## src/hdl/standby_consts.svh

```systemverilog
/*
  Constants of the standby controller: register offsets, field positions,
  reset values, operand encodings and timing counts.
  Assumes a 20 MHz system clock; included by bare name.
*/
`ifndef STANDBY_CONSTS_SVH
`define STANDBY_CONSTS_SVH

// Register byte offsets
`define ADDR_CTRL0      5'h00
`define ADDR_CTRL1      5'h04
`define ADDR_PORT       5'h08
`define ADDR_TIMER      5'h0c
`define ADDR_HALT       5'h10
`define ADDR_STAT       5'h14

// Reset values
`define RST_CTRL0       4'h3
`define RST_CTRL1       6'h26
`define RST_PORT        4'hf

// Field positions
`define C0_DIV2         3
`define C1_SA_IN        0
`define C1_KIO_OUT      1
`define C1_SB_LED       2
`define C1_SC_REL       3
`define OP_SW_REL       3

// Operand low-bit encodings
`define OP_STOP_ALL     3'h0
`define OP_STOP_ALT     3'h3
`define OP_STOP_K0      3'h6
`define OP_HALT         3'h5

// Timing: instruction cycle is 64 clocks, wake wait in ns
`define TICK_CYC        64
`define TICK_CYC_DIV2   128
`define CLK_NS          50
`define WAIT_NS         800
`define WAIT_CYC        5'((`WAIT_NS + `CLK_NS - 1) / `CLK_NS)

`endif

```

## src/hdl/standby_pkg.sv

```systemverilog
/*
  Types shared by the standby controller.
  Assumes nothing of its surroundings.
*/
package standby_pkg;
   // Standby sequencing modes
   typedef enum logic [2:0] {
      ST_RUN,
      ST_HALT,
      ST_STOP_PEND,
      ST_STOP,
      ST_WAKE
   } mode_t;
endpackage

```

## src/hdl/timer_link_if.sv

```systemverilog
/*
  Link between the standby controller and its remote timer.
  Assumes both ends sit on the same system clock.
*/
`timescale 1ns/1ps
`default_nettype none
interface timer_link_if;
   logic       load;
   logic [9:0] load_val;
   logic       clr;
   logic       div2;
   logic [8:0] count;
   logic       en;
   logic       zero;

   modport ctrl_side  (output load, load_val, clr, div2, input count, en, zero);
   modport timer_side (input load, load_val, clr, div2, output count, en, zero);
endinterface
`default_nettype wire

```

## src/hdl/remote_timer.sv

```systemverilog
/*
  Remote timer: 9-bit down counter with prescaler and output enable flag.
  Assumes a synchronised active-low reset from the controller.
*/
`timescale 1ns/1ps
`default_nettype none
`include "standby_consts.svh"
module remote_timer (
   input  wire logic          ref_clk_i,
   input  wire logic          rst_n_i,
   timer_link_if.timer_side   tm
);
   typedef struct packed {
      logic [6:0] pre;
      logic [8:0] cnt;
      logic       en;
   } tstate_t;

   tstate_t q;
   tstate_t n;
   logic    tick;

   // Prescaler end, 64 or 128 clocks per step
   assign tick = q.pre == (tm.div2 ? 7'(`TICK_CYC_DIV2 - 1) : 7'(`TICK_CYC - 1));

   // Next state
   always_comb begin
      n     = q;
      n.pre = tick ? 7'h00 : q.pre + 7'h01;
      if (tm.clr) begin
         n = '0;
      end else if (tm.load) begin
         n.cnt = tm.load_val[8:0];
         n.en  = tm.load_val[9];
         n.pre = 7'h00;
      end else if (tick && q.cnt != 9'h000) begin
         n.cnt = q.cnt - 9'h001;
         if (q.cnt == 9'h001) begin
            n.en = 1'b0;
         end
      end
   end

   always_ff @(posedge ref_clk_i or negedge rst_n_i) begin
      if (!rst_n_i) begin
         q <= '0;
      end else begin
         q <= n;
      end
   end

   assign tm.count = q.cnt;
   assign tm.en    = q.en;
   assign tm.zero  = q.cnt == 9'h000;
endmodule // remote_timer
`default_nettype wire

```

## src/hdl/standby_mode_control.sv

```systemverilog
/*
  Standby mode controller: halt operand decode, STOP/HALT sequencing,
  status flag, wake detection, remote timer output and an Avalon-MM slave.
  Assumes pins are asynchronous to ref_clk_i and that the clock may be
  gated by osc_enable_o outside this block.

  // What this block does
  // - Timer write with enable and zero count drives remote high; zero drives low.
  // - STOP stops oscillator and clamps crystal pins low.
  // - HALT stops execution; clock and timer outputs keep running.
  // - Standby keeps memory, accumulator, carry and port register unchanged.
  // - STOP entry waits for counter and output enable to be zero.
  // - Standby only via halt operand, only with status flag clear.
  // - Any standby release sets the status flag.
  // - Halt with flag set: no standby; flag follows release condition.
  // - Release condition already true: skip standby, set flag.
  // - Reset release restarts at zero; other release continues after halt.
  // - Operand 000 or 011: STOP, all key I/O high output, key wake.
  // - Operand 110: STOP, key I/O zero high output, key wake.
  // - Operand bit 3 adds enabled switch pins as wake sources.
  // - Operand x101: HALT, no precondition, released at timer zero.
  // - Illegal operand or unmet precondition raises internal reset.
  // - STOP wake waits; returns to STOP if condition gone at end.
  // - Timer steps every 64 or 128 clocks, stops at zero.
  // - Remote high while timer runs; indicator opposite.
*/
`timescale 1ns/1ps
`default_nettype none
`include "standby_consts.svh"
module standby_mode_control (
   input  wire logic        ref_clk_i,
   input  wire logic        rst_n_i,
   input  wire logic [4:0]  avs_address_i,
   input  wire logic        avs_read_i,
   input  wire logic        avs_write_i,
   input  wire logic [31:0] avs_writedata_i,
   output logic      [31:0] avs_readdata_o,
   output logic             avs_waitrequest_o,
   input  wire logic [3:0]  key_input_pins_i,
   input  wire logic        switch_input_a_i,
   input  wire logic        switch_b_or_indicator_pin_i,
   input  wire logic        switch_input_c_i,
   output logic             switch_b_or_indicator_pin_o,
   output logic             switch_b_or_indicator_pin_oe_n_o,
   output logic      [3:0]  key_io_pins_o,
   output logic             key_io_pins_oe_n_o,
   output logic             remote_output_pin_o,
   output logic             osc_enable_o,
   output logic             crystal_pins_low_o,
   output logic             cpu_halt_o,
   output logic             internal_reset_o,
   output logic             resume_next_o,
   output logic             wake_request_o
);
   typedef struct packed {
      logic [3:0]         key_s1;
      logic [3:0]         key_s2;
      logic [2:0]         sw_s1;
      logic [2:0]         sw_s2;
      logic [3:0]         ctrl0;
      logic [5:0]         ctrl1;
      logic [3:0]         port;
      logic [3:0]         op;
      logic               flag;
      standby_pkg::mode_t mode;
      logic [4:0]         wait_cnt;
      logic               ack;
      logic [31:0]        rdata;
      logic               ireset;
      logic               release_p;
   } state_t;

   state_t     q;
   state_t     n;
   logic [1:0] rst_sync_q;
   logic       rst_n;
   logic       req;
   logic       acc_wr;
   logic       wr_halt;
   logic       rel_now;
   logic [2:0] sw_raw;

   timer_link_if tm ();

   ////////////////////////////////////////////////////////////////////////
   // Reset release through two flops
   always_ff @(posedge ref_clk_i or negedge rst_n_i) begin
      if (!rst_n_i) begin
         rst_sync_q <= 2'b00;
      end else begin
         rst_sync_q <= {rst_sync_q[0], 1'b1};
      end
   end
   assign rst_n = rst_sync_q[1];

   ////////////////////////////////////////////////////////////////////////
   // Operand low bits name a STOP flavour
   function automatic logic op_is_stop(input logic [2:0] lo);
      return lo == `OP_STOP_ALL || lo == `OP_STOP_ALT || lo == `OP_STOP_K0;
   endfunction

   function automatic logic op_legal(input logic [3:0] op);
      return op_is_stop(op[2:0]) || op[2:0] == `OP_HALT;
   endfunction

   // Key I/O must already drive high in output mode
   function automatic logic precond_ok(input logic [3:0] op, input logic [5:0] c1,
                                       input logic [3:0] port);
      if (op[2:0] == `OP_HALT) begin
         return 1'b1;
      end
      if (op[2:0] == `OP_STOP_K0) begin
         return c1[`C1_KIO_OUT] & port[0];
      end
      return c1[`C1_KIO_OUT] & (&port);
   endfunction

   // Release condition selected by the operand
   function automatic logic rel_cond(input logic [3:0] op, input logic [3:0] keys,
                                     input logic [2:0] sws, input logic [5:0] c1,
                                     input logic tzero);
      logic sw_hit;
      sw_hit = (sws[0] & c1[`C1_SA_IN]) | (sws[1] & ~c1[`C1_SB_LED])
             | (sws[2] & c1[`C1_SC_REL]);
      if (op[2:0] == `OP_HALT) begin
         return tzero;
      end
      return (|keys) | (op[`OP_SW_REL] & sw_hit);
   endfunction

   ////////////////////////////////////////////////////////////////////////
   // Bus handshake: one wait state, write lands at the released edge
   assign req               = avs_read_i | avs_write_i;
   assign avs_waitrequest_o = req & ~q.ack;
   assign acc_wr            = avs_write_i & q.ack;
   assign wr_halt           = acc_wr && avs_address_i == `ADDR_HALT && q.mode == standby_pkg::ST_RUN;
   assign sw_raw            = {switch_input_c_i, switch_b_or_indicator_pin_i, switch_input_a_i};

   assign rel_now = rel_cond(avs_writedata_i[3:0], q.key_s2, q.sw_s2, q.ctrl1, tm.zero);

   // Timer side of the link
   assign tm.load     = acc_wr && avs_address_i == `ADDR_TIMER;
   assign tm.load_val = avs_writedata_i[9:0];
   assign tm.clr      = q.ireset;
   assign tm.div2     = q.ctrl0[`C0_DIV2];

   ////////////////////////////////////////////////////////////////////////
   // Next state of the whole controller
   always_comb begin
      n           = q;
      n.key_s1    = key_input_pins_i;
      n.key_s2    = q.key_s1;
      n.sw_s1     = sw_raw;
      n.sw_s2     = q.sw_s1;
      n.ack       = req & ~q.ack;
      n.ireset    = 1'b0;
      n.release_p = 1'b0;
      if (req && !q.ack) begin
         case (avs_address_i)
            `ADDR_CTRL0: n.rdata = {28'h0, q.ctrl0};
            `ADDR_CTRL1: n.rdata = {26'h0, q.ctrl1};
            `ADDR_PORT:  n.rdata = {28'h0, q.port};
            `ADDR_TIMER: n.rdata = {22'h0, tm.en, tm.count};
            `ADDR_HALT:  n.rdata = {28'h0, q.op};
            `ADDR_STAT:  n.rdata = {27'h0, q.mode == standby_pkg::ST_WAKE,
                                    q.mode == standby_pkg::ST_STOP,
                                    q.mode == standby_pkg::ST_STOP_PEND,
                                    q.mode == standby_pkg::ST_HALT, q.flag};
            default:     n.rdata = 32'h0;
         endcase
      end
      // Settings change by bus writes and by the internal reset below
      if (acc_wr) begin
         case (avs_address_i)
            `ADDR_CTRL0: n.ctrl0 = avs_writedata_i[3:0];
            `ADDR_CTRL1: n.ctrl1 = avs_writedata_i[5:0];
            `ADDR_PORT:  n.port  = avs_writedata_i[3:0];
            `ADDR_STAT:  if (avs_writedata_i[0]) n.flag = 1'b0;
            default:     ;
         endcase
      end
      // Sequencing; any set below wins over a software clear above
      case (q.mode)
         standby_pkg::ST_RUN: begin
            if (wr_halt) begin
               n.op = avs_writedata_i[3:0];
               if (!op_legal(avs_writedata_i[3:0])) begin
                  n.ireset = 1'b1;
               end else if (q.flag) begin
                  n.flag = rel_now;
               end else if (!precond_ok(avs_writedata_i[3:0], q.ctrl1, q.port)) begin
                  n.ireset = 1'b1;
               end else if (rel_now) begin
                  n.flag = 1'b1;
               end else if (op_is_stop(avs_writedata_i[2:0])) begin
                  n.mode = (!tm.zero || tm.en) ? standby_pkg::ST_STOP_PEND
                                               : standby_pkg::ST_STOP;
               end else begin
                  n.mode = standby_pkg::ST_HALT;
               end
            end
         end
         standby_pkg::ST_HALT: begin
            if (tm.zero) begin
               n.mode      = standby_pkg::ST_RUN;
               n.flag      = 1'b1;
               n.release_p = 1'b1;
            end
         end
         standby_pkg::ST_STOP_PEND: begin
            // Enter once all timer bits clear
            if (tm.zero && !tm.en) begin
               n.mode = standby_pkg::ST_STOP;
            end
         end
         standby_pkg::ST_STOP: begin
            if (rel_cond(q.op, q.key_s2, q.sw_s2, q.ctrl1, 1'b0)) begin
               n.mode     = standby_pkg::ST_WAKE;
               n.wait_cnt = `WAIT_CYC;
            end
         end
         standby_pkg::ST_WAKE: begin
            if (q.wait_cnt != 5'h00) begin
               n.wait_cnt = q.wait_cnt - 5'h01;
            end else if (rel_cond(q.op, q.key_s2, q.sw_s2, q.ctrl1, 1'b0)) begin
               n.mode      = standby_pkg::ST_RUN;
               n.flag      = 1'b1;
               n.release_p = 1'b1;
            end else begin
               n.mode = standby_pkg::ST_STOP;
            end
         end
         default: n.mode = standby_pkg::ST_RUN;
      endcase
      if (n.ireset) begin
         n.ctrl0 = `RST_CTRL0;
         n.ctrl1 = `RST_CTRL1;
         n.port  = `RST_PORT;
         n.flag  = 1'b0;
         n.op    = 4'h0;
         n.mode  = standby_pkg::ST_RUN;
      end
   end

   // State register
   always_ff @(posedge ref_clk_i or negedge rst_n) begin
      if (!rst_n) begin
         q       <= '0;
         q.ctrl0 <= `RST_CTRL0;
         q.ctrl1 <= `RST_CTRL1;
         q.port  <= `RST_PORT;
         q.mode  <= standby_pkg::ST_RUN;
      end else begin
         q <= n;
      end
   end

   remote_timer u_timer (
      .ref_clk_i (ref_clk_i),
      .rst_n_i   (rst_n),
      .tm        (tm.timer_side)
   );

   ////////////////////////////////////////////////////////////////////////
   // Outputs
   assign avs_readdata_o = q.rdata;

   // Oscillator off and crystal clamp in STOP
   assign osc_enable_o       = q.mode != standby_pkg::ST_STOP;
   assign crystal_pins_low_o = q.mode == standby_pkg::ST_STOP;

   // Execution halted; timer keeps its clock
   assign cpu_halt_o = q.mode != standby_pkg::ST_RUN;

   // Reset restarts at zero, release continues
   assign internal_reset_o = q.ireset;
   assign resume_next_o    = q.release_p;

   assign remote_output_pin_o              = tm.en;
   assign switch_b_or_indicator_pin_o      = ~tm.en;
   assign switch_b_or_indicator_pin_oe_n_o = ~q.ctrl1[`C1_SB_LED];
   assign key_io_pins_o                    = q.port;
   assign key_io_pins_oe_n_o               = ~q.ctrl1[`C1_KIO_OUT];

   // Raw pins restart the oscillator, no clock needed
   assign wake_request_o = q.mode == standby_pkg::ST_STOP
                           && rel_cond(q.op, key_input_pins_i, sw_raw, q.ctrl1, 1'b0);
endmodule // standby_mode_control
`default_nettype wire

```

## config.mk

```make
export PLATFORM = sky130hd
export DESIGN_NAME = standby_mode_control
export DESIGN_NICKNAME = d
export VERILOG_FILES = /design/src/hdl/standby_pkg.sv /design/src/hdl/timer_link_if.sv /design/src/hdl/remote_timer.sv /design/src/hdl/standby_mode_control.sv
export VERILOG_INCLUDE_DIRS = /design/src /design/src/hdl
export SDC_FILE = /design/constraint.sdc
export NUM_CORES = 1
export LEC_CHECK = 0
export ABC_AREA = 1
export BUFFER_PORTS_ARGS = -buffer_cell sky130_fd_sc_hd__buf_2
export CORE_MARGIN = 4
export CORE_UTILIZATION = 50
export CTS_CLUSTER_DIAMETER = 150
export DETAILED_ROUTE_END_ITERATION = 7
export PLACE_DENSITY = 0.79
export SETUP_SLACK_MARGIN = 0.02
export SLEW_MARGIN = 30
export SYNTH_ARGS = -nofsm -noshare
export SYNTH_HDL_FRONTEND = slang
export SYNTH_HIERARCHICAL = 1
export SYNTH_SLANG_ARGS = --single-unit
```

## constraint.sdc

```tcl
create_clock -name ref_clk_i -period 3.2 [get_ports ref_clk_i]
set_input_delay 0.16 -clock ref_clk_i [delete_from_list [all_inputs] [get_ports ref_clk_i]]
set_output_delay 0.16 -clock ref_clk_i [all_outputs]
set_load 0.01 [all_outputs]
```

==> flow_metrics.tcl <==
set metrics [dict create \
    synth-xor-area-share_pct 1.66 \
    synth.area.top_cells "dfrtp_1 38%, nand2_1 13%, buf_4 8.0%" \
    path_cells "inv_1 -> ha_1 -> nand2_1 -> nor2_1 -> nand2_1 -> nor3_1 -> inv_1 -> nand4_1 -> nand2_1 -> nand2_1 -> nand2_1 -> a21oi_1 -> nand2_1 -> nand2_2 -> nand2_1 -> nand2_1 -> nand2_1" \
    ys_seq_area_share_pct 43.6 \
    grt_max_degree 32 \
    num-fill-cells 752 \
    io-pin-count 95 \
    synth_top_family_by_area "simple AND/OR/NAND/NOR gates" \
    fmax_ghz 0.398 \
    clock_power_share_pct 32.1 \
    tritoncts "done" \
    regToRegEndpoint "q[40]" \
    syn2layout_area_growth_pct 11.4 \
    die-height_um 99.9 \
    fin_crit_ns 2.51 \
    grt.overflow.total 0 \
    insertedDiodeCount 0 \
    layout.nets 629 \
    place_hpwl_um 7300 \
    grt.total_usage_pct 20.3 \
    critPathMaxStageDelay_ns 0.42 \
    critPathCaptureType "flip-flop" \
    synth_area_um2 4220 \
    synth-seq-cells 73 \
    post_drt_wl_per_cell_um 13.9 \
    r2r_slack_ns 0.69 \
    synth_compound_area_share_pct 10.1 \
    powerDensity_nw_per_um2 594 \
    synth_fa_ha_area_share_pct 1.19 \
    skew_ns 0.00553 \
    crit_buf_inv 2 \
    firstDrtPassIters 5 \
    outcome "finished clean" \
    path_class "reg2reg" \
    netlist.area_leader.share_pct 37.9 \
    endpoint "q[40]" \
    gp_congestion 0.939 \
    final_cells 687 \
    startpoint "u_timer/tm.count[0]" \
    drc 0 \
    clock_path_buffers 2 \
    first_global_vias 3488 \
    synth_simple_gate_area_share_pct 28.7 \
    hold_viol_final 0 \
    path_max_fanout 5 \
    htreeDepth 3 \
    cts.sinks 73 \
    p_leak_uw 0.00243 \
    root_buffer "clkbuf_8" \
    numPortBuffers 50 \
    clock_latency_ns 0.36 \
    core_area_um2 8220 \
    vias 3505 \
    yosysUniqueCellTypes 46 \
    grt_pass1_wl_um 16000 \
    antenna_found_initial 0 \
    peakVddDrop_mv 0.429 \
    r2r_start "u_timer/tm.count[0]" \
    critPathTopFamily "simple AND/OR/NAND/NOR gates" \
    drt_iter0_markers 253 \
    start_util_pct 51.4 \
    hold_class "in2reg" \
    crit_top_cell "nand2_1" \
    switching_power_uw 926 \
    layout-drive-gt1-share_pct 21.8 \
    finalSetupTns_ns 0 \
    final_core_util_pct 57.2 \
    finalSetupViolCount 0 \
    syn_area_per_cell_um2 7.98 \
    die_x_um 99.9 \
    via_per_inst 5.10 \
    cp.arrival_ns 2.77 \
    cap_violations 0 \
    path_clk_slew_ns 0.08 \
    switching_share_pct 33.1 \
    antenna_left 0 \
    syn_inst 529 \
    die-area_um2 9970 \
    cp.depth 17 \
    finalCritPeriodShare_pct 78.5 \
    synth_edf_count 0 \
    r2r.worst_path.cells 17 \
    synth_mux_area_share_pct 0 \
    tightest_slew_ns 0.499 \
    cp.required_ns 3.46 \
    drv_slew 0 \
    slowest_stage "dfrtp_1" \
    num_rows 33 \
    placed_cells 662 \
    synth_top_area_cell "dfrtp_1" \
    cts_buffers 9 \
    routed_wl_um 9540 \
    synthArstFlopShare_pct 100 \
    p_seq_share_pct 43.6 \
    rsz0062_at_grt "false" \
    combPwrFrac_pct 24.3 \
    max-slew-margin-rel_pct 66.6 \
    ys_warn_count 6 \
    start_kind "flip-flop" \
    p_int_uw 1870 \
    synth_ff_type "dfrtp_1" \
]
[power by group through the flow]
stage	clock, µW	sequential (µW)	combinational, µW
2_1_floorplan	0	1210	578
5_1_grt	964	1240	769
6_report	897	1220	679
3_5_place_dp	0	1230	663
3_3_place_gp	0	1230	638
4_1_cts	921	1220	679
[cells in the mapped netlist (8+ instances only)]
library cell  instances
nand3_1              31
a21oi_1              13
inv_2                11
nand2_1             142
nor2_1               41
o21ai_0              21
o22ai_1              12
dfstp_2               9
inv_1                55
o21ai_1               8
dfrtp_1              64
buf_4                45
[through the flow]
stage / instance area [µm²] / setup WS (ns) / total power [µW] / hold slack [ns]
2_1_floorplan: 4300 / 1.03 / 1780 / -0.136
3_3_place_gp: 4360 / 0.793 / 1860 / -0.0540
3_5_place_dp: 4360 / 0.754 / 1900 / -0.0539
4_1_cts: 4700 / 0.736 / 2820 / 0.0646
5_1_grt: 4700 / 0.369 / 2980 / 0.102
6_report: 4700 / 0.687 / 2790 / 0.0903
[worst min-delay path by stage]
stage               endpoint  cells after the start  slack, ns                from
2_1_floorplan  rst_sync_q[0]                      0      -0.14             rst_n_i
3_3_place_gp   rst_sync_q[0]                      1      -0.05             rst_n_i
3_5_place_dp   rst_sync_q[0]                      1      -0.05             rst_n_i
4_1_cts                q[56]                      3       0.06  avs_writedata_i[4]
5_1_grt                q[56]                      3       0.10  avs_writedata_i[4]
6_report               q[56]                      3       0.09  avs_writedata_i[4]
[cell type report]
type                            instances  area [µm²]  area share (%)
Inverter                               69         277            5.88
Sequential cell                        73        1840            39.1
Clock buffer                            9         124            2.63
Tap cell                              105         131            2.79
Multi-Input combinational cell        362        1840            39.2
Clock inverter                          7         125            2.66
Timing Repair Buffer                   62         363            7.72
[placed cells by master (no fill, tap or decap), types with 2 or more instances in the layout]
cell and count:
nor2_4 4, dfstp_2 9, nand4_1 5, nand3_1 31, conb_1 23, inv_1 55, o22ai_1 12, o31ai_1 2
nand3_2 5, dfrtp_1 63, nand2_2 6, nand3b_1 2, buf_2 50, clkinv_4 2, inv_6 3, xnor2_1 3
or2_1 2, buf_4 3, a211oi_1 3, inv_2 11, o21ai_0 21, ha_1 4, o21ai_1 8, nand2_1 142
nor2_2 6, a21oi_1 13, nor3_1 2, xor2_1 5, o21ai_2 2, nand2_4 6, clkbuf_8 9, nor2_1 41
dlygate4sd3_1 9, bufinv_16 3
[registers in the layout (all words and copies together), names as in the netlist]
register	count
u_timer/q	7
u_timer/tm.count	9
internal_reset_o	1
rst_sync_q	2
avs_readdata_o	10
resume_next_o	1
n	7
q	31
u_timer/tm.en	1
key_io_pins_o	4
[metal layers]
| layer | track usage [%] | wire length (µm) |
|---|---|---|
| met5 | 0 | 0 |
| met4 | 9.14 | 173 |
| met3 | 4.66 | 662 |
| met2 | 33.2 | 4640 |
| met1 | 25.8 | 4060 |
[what timing repair did]
action,CTS,global route
setup buffers,0,0
endpoints found under the hold margin,10,0
resized for setup,0,0
hold buffers,9,0
[logic make-up (layout without fill, tap and decap cells)]
group	count (synthesis)	after routing
AO/OA/AOI/OAI	69	69
XOR/XNOR	8	8
adder cells (fa/ha/maj)	4	4
buffers and inverters	115	147
flip-flops	73	73
other	2	23
AND/OR/NAND/NOR	258	258
[worst register-to-register path, cell delays in order, from the launching register on]
cell	delay, ns
dfrtp_1	0.42
inv_1	0.16
ha_1	0.24
nand2_1	0.07
nor2_1	0.21
nand2_1	0.11
nor3_1	0.31
inv_1	0.16
nand4_1	0.12
nand2_1	0.05
nand2_1	0.05
nand2_1	0.04
a21oi_1	0.11
nand2_1	0.10
nand2_2	0.09
nand2_1	0.06
nand2_1	0.07
nand2_1	0.05
Note: power is estimated with default switching activity, not from simulation.
